===== src/verilog/acoc_defines.vh =====
// constants for the actuator calibration and open-loop configuration block
// How it works
// - calibration length 250/500/1000 ms, selector resets 2
// - selector 3: calibrate until any cancelling trigger
// - after cancel trigger, measure before finishing
// - fallback bit 7 enables auto open loop
// - bits 6-5 give 3 to 6 failed attempts
// - fallback open loop always drives square wave
// - bit 0 picks square or sine in open loop
// - open-loop period is value times 24.615 us
// - calibration forces automatic overdrive, ignores clamp
`ifndef ACOC_DEFINES_VH
`define ACOC_DEFINES_VH

`define ACOC_ADDR_CAL_DUR 8'h2A
`define ACOC_ADDR_FALLBACK 8'h2C
`define ACOC_ADDR_PERIOD_HI 8'h2E

`define ACOC_CAL_DUR_RST 2'h2
`define ACOC_FB_EN_RST 1'h0
`define ACOC_FB_CNT_RST 2'h0
`define ACOC_WAVE_RST 1'h0
`define ACOC_PERIOD_HI_RST 2'h0

`define ACOC_FB_EN_BIT 7
`define ACOC_FB_CNT_HI 6
`define ACOC_FB_CNT_LO 5
`define ACOC_WAVE_BIT 0

`define ACOC_DUR_TRIGGERED 2'h3
`define ACOC_DUR0_MS 10'd250
`define ACOC_DUR1_MS 10'd500
`define ACOC_DUR2_MS 10'd1000
`define ACOC_MEAS_MS 10'd4
`define ACOC_FB_BASE_ATTEMPTS 3'h3

// counts of the 4 ns clock; the open-loop unit is rounded down
`define ACOC_MS_CYCLES 18'h3D090
`define ACOC_OL_UNIT_CYCLES 13'h1809

`endif


===== src/verilog/acoc_period_gen.v =====
// open-loop drive period generator in 24.615 us units
`timescale 1ns/10ps
`include "acoc_defines.vh"

module acoc_period_gen
#(
   parameter [12:0] P_UNIT_CYCLES = `ACOC_OL_UNIT_CYCLES
)
(
   input wire i_clock,
   input wire i_rst,
   input wire i_run,
   input wire [9:0] i_period,
   output reg o_phase,
   output reg o_period_tick
);

reg [12:0] unit_cnt_r;
reg [9:0] step_cnt_r;
wire unit_tick;

assign unit_tick = (unit_cnt_r == P_UNIT_CYCLES - 13'h0001);

always @(posedge i_clock or posedge i_rst)
begin
   if (i_rst)
   begin
      unit_cnt_r <= 13'h0000;
      step_cnt_r <= 10'h000;
      o_phase <= 1'b0;
      o_period_tick <= 1'b0;
   end
   else
   begin
      o_period_tick <= 1'b0;
      if (!i_run || i_period == 10'h000)
      begin
         unit_cnt_r <= 13'h0000;
         step_cnt_r <= 10'h000;
         o_phase <= 1'b0;
      end
      else if (unit_tick)
      begin
         unit_cnt_r <= 13'h0000;
         // period = value times one unit
         if (step_cnt_r >= i_period - 10'h001)
         begin
            step_cnt_r <= 10'h000;
            o_phase <= 1'b0;
            o_period_tick <= 1'b1;
         end
         else
         begin
            step_cnt_r <= step_cnt_r + 10'h001;
            if (step_cnt_r + 10'h001 == {1'b0, i_period[9:1]})
               o_phase <= 1'b1;
         end
      end
      else
         unit_cnt_r <= unit_cnt_r + 13'h0001;
   end
end

endmodule // acoc_period_gen


===== src/verilog/acoc_top.v =====
// calibration sequencer, fallback logic and configuration registers
`timescale 1ns/10ps
`include "acoc_defines.vh"

module acoc_top
#(
   parameter [17:0] P_MS_CYCLES = `ACOC_MS_CYCLES,
   parameter [12:0] P_OL_UNIT_CYCLES = `ACOC_OL_UNIT_CYCLES
)
(
   input wire i_clock,
   input wire i_rst,
   input wire [7:0] i_reg_addr,
   input wire [7:0] i_reg_wdata,
   input wire i_reg_wr,
   input wire i_reg_rd,
   output reg [7:0] o_reg_rdata,
   input wire [7:0] i_open_loop_period_low,
   input wire i_cal_start,
   input wire i_ext_trigger,
   input wire i_enable,
   input wire i_sw_trigger,
   input wire [1:0] i_overdrive_time_clamp,
   input wire i_open_loop_mode,
   input wire i_drive_start,
   input wire i_drive_active,
   input wire i_zero_crossing_ok,
   input wire i_zero_crossing_fail,
   output reg o_cal_busy,
   output reg o_cal_measuring,
   output reg o_cal_done,
   output reg o_auto_overdrive,
   output reg [1:0] o_overdrive_time_clamp,
   output reg o_open_loop,
   output reg o_fallback_active,
   output reg o_sine_wave,
   output reg o_drive_phase,
   output reg o_period_tick
);

localparam [1:0] ST_IDLE = 2'h0;
localparam [1:0] ST_RUN = 2'h1;
localparam [1:0] ST_MEAS = 2'h2;

////////////////////////////////////////////////////////////////////////////
// decoders

function [9:0] dur_ms;
   input [1:0] sel;
   begin
      case (sel)
         2'h0: dur_ms = `ACOC_DUR0_MS;
         2'h1: dur_ms = `ACOC_DUR1_MS;
         default: dur_ms = `ACOC_DUR2_MS;
      endcase
   end
endfunction

function [2:0] attempts;
   input [1:0] cnt;
   begin
      attempts = `ACOC_FB_BASE_ATTEMPTS + {1'b0, cnt};
   end
endfunction

////////////////////////////////////////////////////////////////////////////
// pin synchronisers: trigger and enable come from outside the clock domain

wire [1:0] pin_in;
reg [1:0] sync1_r;
reg [1:0] sync2_r;
reg [1:0] sync3_r;
wire [1:0] pin_rise;

assign pin_in = {i_enable, i_ext_trigger};

genvar gi;
generate
   for (gi = 0; gi < 2; gi = gi + 1)
   begin : g_sync
      always @(posedge i_clock or posedge i_rst)
      begin
         if (i_rst)
         begin
            sync1_r[gi] <= 1'b0;
            sync2_r[gi] <= 1'b0;
            sync3_r[gi] <= 1'b0;
         end
         else
         begin
            sync1_r[gi] <= pin_in[gi];
            sync2_r[gi] <= sync1_r[gi];
            sync3_r[gi] <= sync2_r[gi];
         end
      end
      assign pin_rise[gi] = sync2_r[gi] & ~sync3_r[gi];
   end
endgenerate

////////////////////////////////////////////////////////////////////////////
// registers

reg [1:0] cal_dur_r;
reg fb_en_r;
reg [1:0] fb_cnt_r;
reg wave_sel_r;
reg [1:0] period_hi_r;

always @(posedge i_clock or posedge i_rst)
begin
   if (i_rst)
   begin
      cal_dur_r <= `ACOC_CAL_DUR_RST;
      fb_en_r <= `ACOC_FB_EN_RST;
      fb_cnt_r <= `ACOC_FB_CNT_RST;
      wave_sel_r <= `ACOC_WAVE_RST;
      period_hi_r <= `ACOC_PERIOD_HI_RST;
      o_reg_rdata <= 8'h00;
   end
   else
   begin
      if (i_reg_wr)
      begin
         case (i_reg_addr)
            `ACOC_ADDR_CAL_DUR:
               cal_dur_r <= i_reg_wdata[1:0];
            `ACOC_ADDR_FALLBACK:
            begin
               fb_en_r <= i_reg_wdata[`ACOC_FB_EN_BIT];
               fb_cnt_r <= i_reg_wdata[`ACOC_FB_CNT_HI:`ACOC_FB_CNT_LO];
               wave_sel_r <= i_reg_wdata[`ACOC_WAVE_BIT];
            end
            `ACOC_ADDR_PERIOD_HI:
               period_hi_r <= i_reg_wdata[1:0];
            default:
               cal_dur_r <= cal_dur_r;
         endcase
      end
      if (i_reg_rd)
      begin
         case (i_reg_addr)
            `ACOC_ADDR_CAL_DUR: o_reg_rdata <= {6'h00, cal_dur_r};
            `ACOC_ADDR_FALLBACK:
               o_reg_rdata <= {fb_en_r, fb_cnt_r, 4'h0, wave_sel_r};
            `ACOC_ADDR_PERIOD_HI: o_reg_rdata <= {6'h00, period_hi_r};
            default: o_reg_rdata <= 8'h00;
         endcase
      end
   end
end

////////////////////////////////////////////////////////////////////////////
// calibration sequencer

reg [1:0] state_r;
reg [1:0] state_nxt;
reg [17:0] ms_cnt_r;
reg [9:0] ms_left_r;
reg [1:0] mode_r;
wire ms_tick;
wire cancel;

assign ms_tick = (ms_cnt_r == P_MS_CYCLES - 18'h00001);
// any of the three sources ends a trigger-ended run
assign cancel = pin_rise[0] | pin_rise[1] | i_sw_trigger;

always @*
begin
   state_nxt = state_r;
   case (state_r)
      ST_IDLE:
         if (i_cal_start)
            state_nxt = ST_RUN;
      ST_RUN:
         if (mode_r == `ACOC_DUR_TRIGGERED)
         begin
            if (cancel)
               state_nxt = ST_MEAS;
         end
         else if (ms_tick && ms_left_r == 10'h001)
            state_nxt = ST_MEAS;
      ST_MEAS:
         if (ms_tick && ms_left_r == 10'h001)
            state_nxt = ST_IDLE;
      default:
         state_nxt = ST_IDLE;
   endcase
end

always @(posedge i_clock or posedge i_rst)
begin
   if (i_rst)
   begin
      state_r <= ST_IDLE;
      ms_cnt_r <= 18'h00000;
      ms_left_r <= 10'h000;
      mode_r <= 2'h0;
      o_cal_done <= 1'b0;
   end
   else
   begin
      state_r <= state_nxt;
      o_cal_done <= (state_r == ST_MEAS) && (state_nxt == ST_IDLE);
      if (state_r == ST_IDLE || ms_tick || state_nxt != state_r)
         ms_cnt_r <= 18'h00000;
      else
         ms_cnt_r <= ms_cnt_r + 18'h00001;
      if (state_r == ST_IDLE && i_cal_start)
      begin
         // duration is latched so a mid-run write cannot cut it short
         mode_r <= cal_dur_r;
         ms_left_r <= dur_ms(cal_dur_r);
      end
      else if (state_r == ST_RUN && state_nxt == ST_MEAS)
         ms_left_r <= `ACOC_MEAS_MS;
      else if (ms_tick && ms_left_r != 10'h000)
         ms_left_r <= ms_left_r - 10'h001;
   end
end

////////////////////////////////////////////////////////////////////////////
// open-loop fallback

reg [2:0] fail_cnt_r;
reg fallback_r;

always @(posedge i_clock or posedge i_rst)
begin
   if (i_rst)
   begin
      fail_cnt_r <= 3'h0;
      fallback_r <= 1'b0;
   end
   else
   begin
      if (i_zero_crossing_ok || i_drive_start || !fb_en_r)
         fail_cnt_r <= 3'h0;
      else if (i_zero_crossing_fail && fail_cnt_r != 3'h7)
         fail_cnt_r <= fail_cnt_r + 3'h1;
      // stays in open loop until the next drive starts or fallback bit 7 is cleared
      if (i_drive_start || !fb_en_r)
         fallback_r <= 1'b0;
      else if (fail_cnt_r >= attempts(fb_cnt_r) && i_drive_active)
         fallback_r <= 1'b1;
   end
end

////////////////////////////////////////////////////////////////////////////
// drive outputs

wire ol_run;
wire gen_phase;
wire gen_tick;

assign ol_run = i_drive_active & (i_open_loop_mode | fallback_r);

acoc_period_gen #(
   .P_UNIT_CYCLES(P_OL_UNIT_CYCLES)
) u_period_gen (
   .i_clock(i_clock),
   .i_rst(i_rst),
   .i_run(ol_run),
   .i_period({period_hi_r, i_open_loop_period_low}),
   .o_phase(gen_phase),
   .o_period_tick(gen_tick)
);

always @(posedge i_clock or posedge i_rst)
begin
   if (i_rst)
   begin
      o_cal_busy <= 1'b0;
      o_cal_measuring <= 1'b0;
      o_auto_overdrive <= 1'b0;
      o_overdrive_time_clamp <= 2'h0;
      o_open_loop <= 1'b0;
      o_fallback_active <= 1'b0;
      o_sine_wave <= 1'b0;
      o_drive_phase <= 1'b0;
      o_period_tick <= 1'b0;
   end
   else
   begin
      o_cal_busy <= (state_r != ST_IDLE);
      o_cal_measuring <= (state_r == ST_MEAS);
      o_auto_overdrive <= (state_r != ST_IDLE) |
                          (i_overdrive_time_clamp == 2'h0);
      o_overdrive_time_clamp <= (state_r != ST_IDLE) ?
                                2'h0 : i_overdrive_time_clamp;
      o_open_loop <= i_open_loop_mode | fallback_r;
      o_fallback_active <= fallback_r;
      // fallback forces square whatever the select bit says
      o_sine_wave <= (i_open_loop_mode | fallback_r) & ~fallback_r &
                     wave_sel_r;
      o_drive_phase <= gen_phase;
      o_period_tick <= gen_tick;
   end
end

endmodule // acoc_top

===== config.mk =====
export PLATFORM = sky130hd
export DESIGN_NAME = acoc_top
export DESIGN_NICKNAME = d
export VERILOG_FILES = /design/src/verilog/acoc_period_gen.v /design/src/verilog/acoc_top.v
export VERILOG_INCLUDE_DIRS = /design/src /design/src/verilog
export SDC_FILE = /design/constraint.sdc
export NUM_CORES = 1
export LEC_CHECK = 0
export ABC_AREA = 1
export BUFFER_PORTS_ARGS = -buffer_cell sky130_fd_sc_hd__buf_2
export CAP_MARGIN = 20
export CORE_ASPECT_RATIO = 1.4
export CORE_MARGIN = 2
export CORE_UTILIZATION = 50
export DETAILED_ROUTE_END_ITERATION = 7
export GPL_TIMING_DRIVEN = 0
export PLACE_DENSITY_LB_ADDON = 0.12
export SLEW_MARGIN = 10
export SYNTH_ARGS = -nofsm -noshare
export SYNTH_HDL_FRONTEND = slang
export SYNTH_HIERARCHICAL = 1
export SYNTH_SLANG_ARGS = --single-unit

===== constraint.sdc =====
create_clock -name i_clock -period 2.5 [get_ports i_clock]
set_clock_uncertainty 0.15 [all_clocks]
set_input_delay 0.375 -clock i_clock [delete_from_list [all_inputs] [get_ports i_clock]]
set_output_delay 0.375 -clock i_clock [all_outputs]
set_load 0.02 [all_outputs]

==> run summary <==
================================================================================
Status ............................................................ finished, final reports clean
Number of antenna violations at the first check in global routing .            0
Maximum buffer depth of the clock tree ............................            2
Total congestion overflow after global routing ....................            0
Buffers & Inverters on Critical Path ..............................            1
Static Leakage ....................................................      3.16 nW
Layout Nets .......................................................          802
Final Max Tran Viols ..............................................            0
Total die area ....................................................   11,500 um2
Data required time at the worst endpoint ..........................      2.62 ns
Number of enable flip-flop cells after synthesis ..................            0
Maximum fanout count along the critical path ......................            8
Buffers on Ports ..................................................           51
Total detailed-routing wirelength .................................    11,400 um
Biggest area consumer among synthesized cells .....................      dfrtp_1
DRC violation count after routing .................................            0
Type of the setup path with the least slack .......................       in2reg
CTS tree ..........................................................          yes
Global-route wire length before repair ............................    19,500 um
Clock latency on the worst-skew pair ..............................      0.35 ns
Final routed wire length divided by cell count ....................      12.9 um
Post-DRT Antenna Nets .............................................            0
Synthesis-to-finish area growth ...................................        17.4%
Total global routing track utilization ............................        0.211
Final critical-path required period ...............................      2.36 ns
Power per standard cell area ......................................   495 nW/um2
Mean Syn Cell Area ................................................     7.98 um2
Endpoint class of the critical path ...............................         flop
DRC violation total after the first TritonRoute iteration .........          144
Final weighted congestion of routability-driven global placement ..        0.922
Final hold violation count ........................................            0
Vertical extent of the die ........................................       126 um
YS warnings .......................................................            6
Total clock buffers created by CTS ................................            9
Most used flip-flop cell after synthesis ..........................      dfrtp_1
Place WS ..........................................................    -0.404 ns
Detailed-router iteration count before antenna repair .............            4
Final-layout fill cell count ......................................          951
Cell-by-cell listing of the critical path ......................... buf_8, nor2_4, nand4_1, nor3_2, nand3_1, xor2_1, ha_1, nand4_1, nor2_1, a21oi_2, nand3_2, nor2_4, nand2_4, o21ai_2
Most numerous cell in the Yosys netlist ...........................      nand2_1
Largest net degree at the start of global routing .................           66
Count of state elements after synthesis ...........................           91
Total via count after detailed routing ............................        4,453
Largest stage delay, worst path ...................................      0.33 ns
Layout Utilization ................................................        0.602
Clock net sink count ..............................................           91
Count of maximum capacitance violations ...........................            0
Fraction of layout cells with a size suffix above 1 ...............        0.203
H-tree Lvls .......................................................            3
Placeable Area ....................................................   10,300 um2
Rows ..............................................................           44
Kind of cell with the highest combined delay on the critical path . simple AND/OR/NAND/NOR gates
Top cell types by occurrence after synthesis ...................... nand2_1 (162), dfrtp_1 (90), inv_1 (85), nor2_1 (78), nand3_1 (41)
Number of top-level design ports ..................................           58
Number of different library cells in the post-synthesis netlist ...           44
Via count of the first global-routing pass ........................        4,392
CTS clk-pin slew, worst paths .....................................      0.07 ns
Highest clock frequency the design can meet .......................    0.424 GHz
Crit path max-delay cell type .....................................         ha_1
Class of the most critical hold timing path .......................       in2reg
Chip width ........................................................      91.1 um
Ys async rst share ................................................         1.00
Number of cells produced by synthesis .............................          665
Most area-consuming cells after synthesis ......................... dfrtp_1 (42%), nand2_1 (11%), inv_1 (6.0%), ha_1 (5.7%), nor2_1 (5.5%)
Area share of the largest cell type after synthesis ...............        0.424
HPWL after detailed placement .....................................      8540 um
Initial core utilization ..........................................        0.513
Average vias per placed instance ..................................         5.05
IR drop worst, VDD ................................................   0.000325 V
Antenna fix cells .................................................            0
Post-Synthesis Cell Area ..........................................     5310 um2
Final cycle utilization of the critical path ......................        0.944
Final worst slack .................................................     0.140 ns
Sequential element share of the synthesized area ..................        0.429
Setup-failing EPs final ...........................................            0
Cell at the root of the clock tree ................................    clkbuf_16
Setup repair after global routing missed its margin ...............          yes
Element type at the critical path start ........................... primary input
Worst path arrival time ...........................................      2.48 ns
================================================================================
-- worst register-to-register path: cells and delay by family (launching register included) --
kind / cells / cell delay (ns)
buf+inv: 1 / 0.12
flops: 1 / 0.41
simple gates: 6 / 0.70
fa+ha+maj: 1 / 0.33
xor+xnor: 1 / 0.15
compound gates: 2 / 0.28
-- per-layer routing --
layer,track usage,wire [um],vias up
li1,-,-,2260
met1,0.237,4660,2085
met2,0.381,6030,81
met3,0.0353,344,27
met4,0.109,370,0
met5,0,0,-
-- cell type report --
type,instances,area (um2),share of cell area
plain buffers,8,72.6,0.0117
clock buffers,10,229,0.0368
clock inverters,6,71.3,0.0115
inverters,94,358,0.0575
multi-input cells,474,2650,0.426
flip-flops and latches,91,2280,0.366
well taps,138,173,0.0277
repair buffers,61,394,0.0633
-- registers in the layout, indices dropped and copies added, names as in the netlist, 3 cells and up --
| register | flops |
|---|---|
| ms_left_r | 10 |
| ms_cnt_r | 18 |
| fail_cnt_r | 3 |
| u_period_gen/step_cnt_r | 10 |
| o_reg_rdata | 5 |
| u_period_gen/unit_cnt_r | 13 |
-- where the power goes --
group          switching, mW  internal, mW
clock                  0.603         0.784
combinational          0.119        0.0788
sequential           0.00936          1.49
-- cells in the final DEF (no fill, tap or decap), types with 4 or more instances in the layout --
cell / synthesis / routed
nand2_1: 162 / 162
dfrtp_1: 90 / 90
inv_1: 85 / 82
nor2_1: 78 / 77
buf_2: 1 / 50
nand3_1: 41 / 40
o21ai_0: 29 / 24
xor2_1: 24 / 24
ha_1: 24 / 24
a21oi_1: 17 / 16
nor2_2: 11 / 11
nand4_1: 10 / 10
inv_2: 9 / 10
nand3_2: 8 / 9
nor3_1: 10 / 9
clkbuf_16: 0 / 9
nand2_2: 9 / 8
buf_4: 3 / 8
o21ai_1: 5 / 6
o21ai_2: 2 / 6
nor2_4: 5 / 6
xnor2_1: 5 / 5
buf_6: 4 / 5
nor3_2: 3 / 4
nand2_4: 3 / 4
-- final timing paths --
kind                                                start                         end  slack [ns]  cells after the start
worst max register to register             period_hi_r[0]  u_period_gen/step_cnt_r[8]        0.28                     11
min in group asynchronous                           i_rst               o_period_tick        0.30                      3
worst max-delay path            i_open_loop_period_low[1]  u_period_gen/step_cnt_r[8]        0.14                     14
worst min register to register                 sync1_r[0]                  sync2_r[0]        0.20                      0
max in group asynchronous                           i_rst                cal_dur_r[1]        1.35                      4
worst min-delay path                     i_open_loop_mode                 o_open_loop        0.10                      3
-- timing repair --
| item | 4_1_cts | 5_1_grt |
|---|---|---|
| pin swaps | 0 | 11 |
| setup endpoints to repair | 8 | 12 |
| gates resized for setup | 1 | 23 |
| endpoints found under the hold margin | 67 | 0 |
| hold buffers | 3 | 0 |
| setup buffers | 0 | 5 |
-- logic make-up (layout without fill, tap and decap cells) --
group / count (synthesis) / count (layout) / share of synthesized area
AND/OR/NAND/NOR: 356 / 356 / 0.320
buffers and inverters: 102 / 179 / 0.0802
flip-flops: 91 / 91 / 0.429
AO/OA/AOI/OAI: 61 / 61 / 0.0630
XOR/XNOR: 29 / 29 / 0.0479
adder cells (fa/ha/maj): 24 / 24 / 0.0566
other: 1 / 3 / 0.000707
multiplexers: 1 / 1 / 0.00212
-- metrics by stage --
stage / hold WS [ns] / power (mW) / instances / instance area [um2] / TNS [ns]
finish: 0.100 / 3.08 / 882 / 6230 / 0
global route: 0.111 / 3.19 / 882 / 6230 / -0.551
CTS: 0.0893 / 3.10 / 876 / 6110 / 0
detailed placement: 0.104 / 1.70 / 857 / 5770 / -4.04
global placement: 0.181 / 1.69 / 856 / 5740 / -35.58
floorplan: 0.181 / 1.63 / 667 / 5310 / 0
Note: power is estimated with default switching activity, not from simulation.
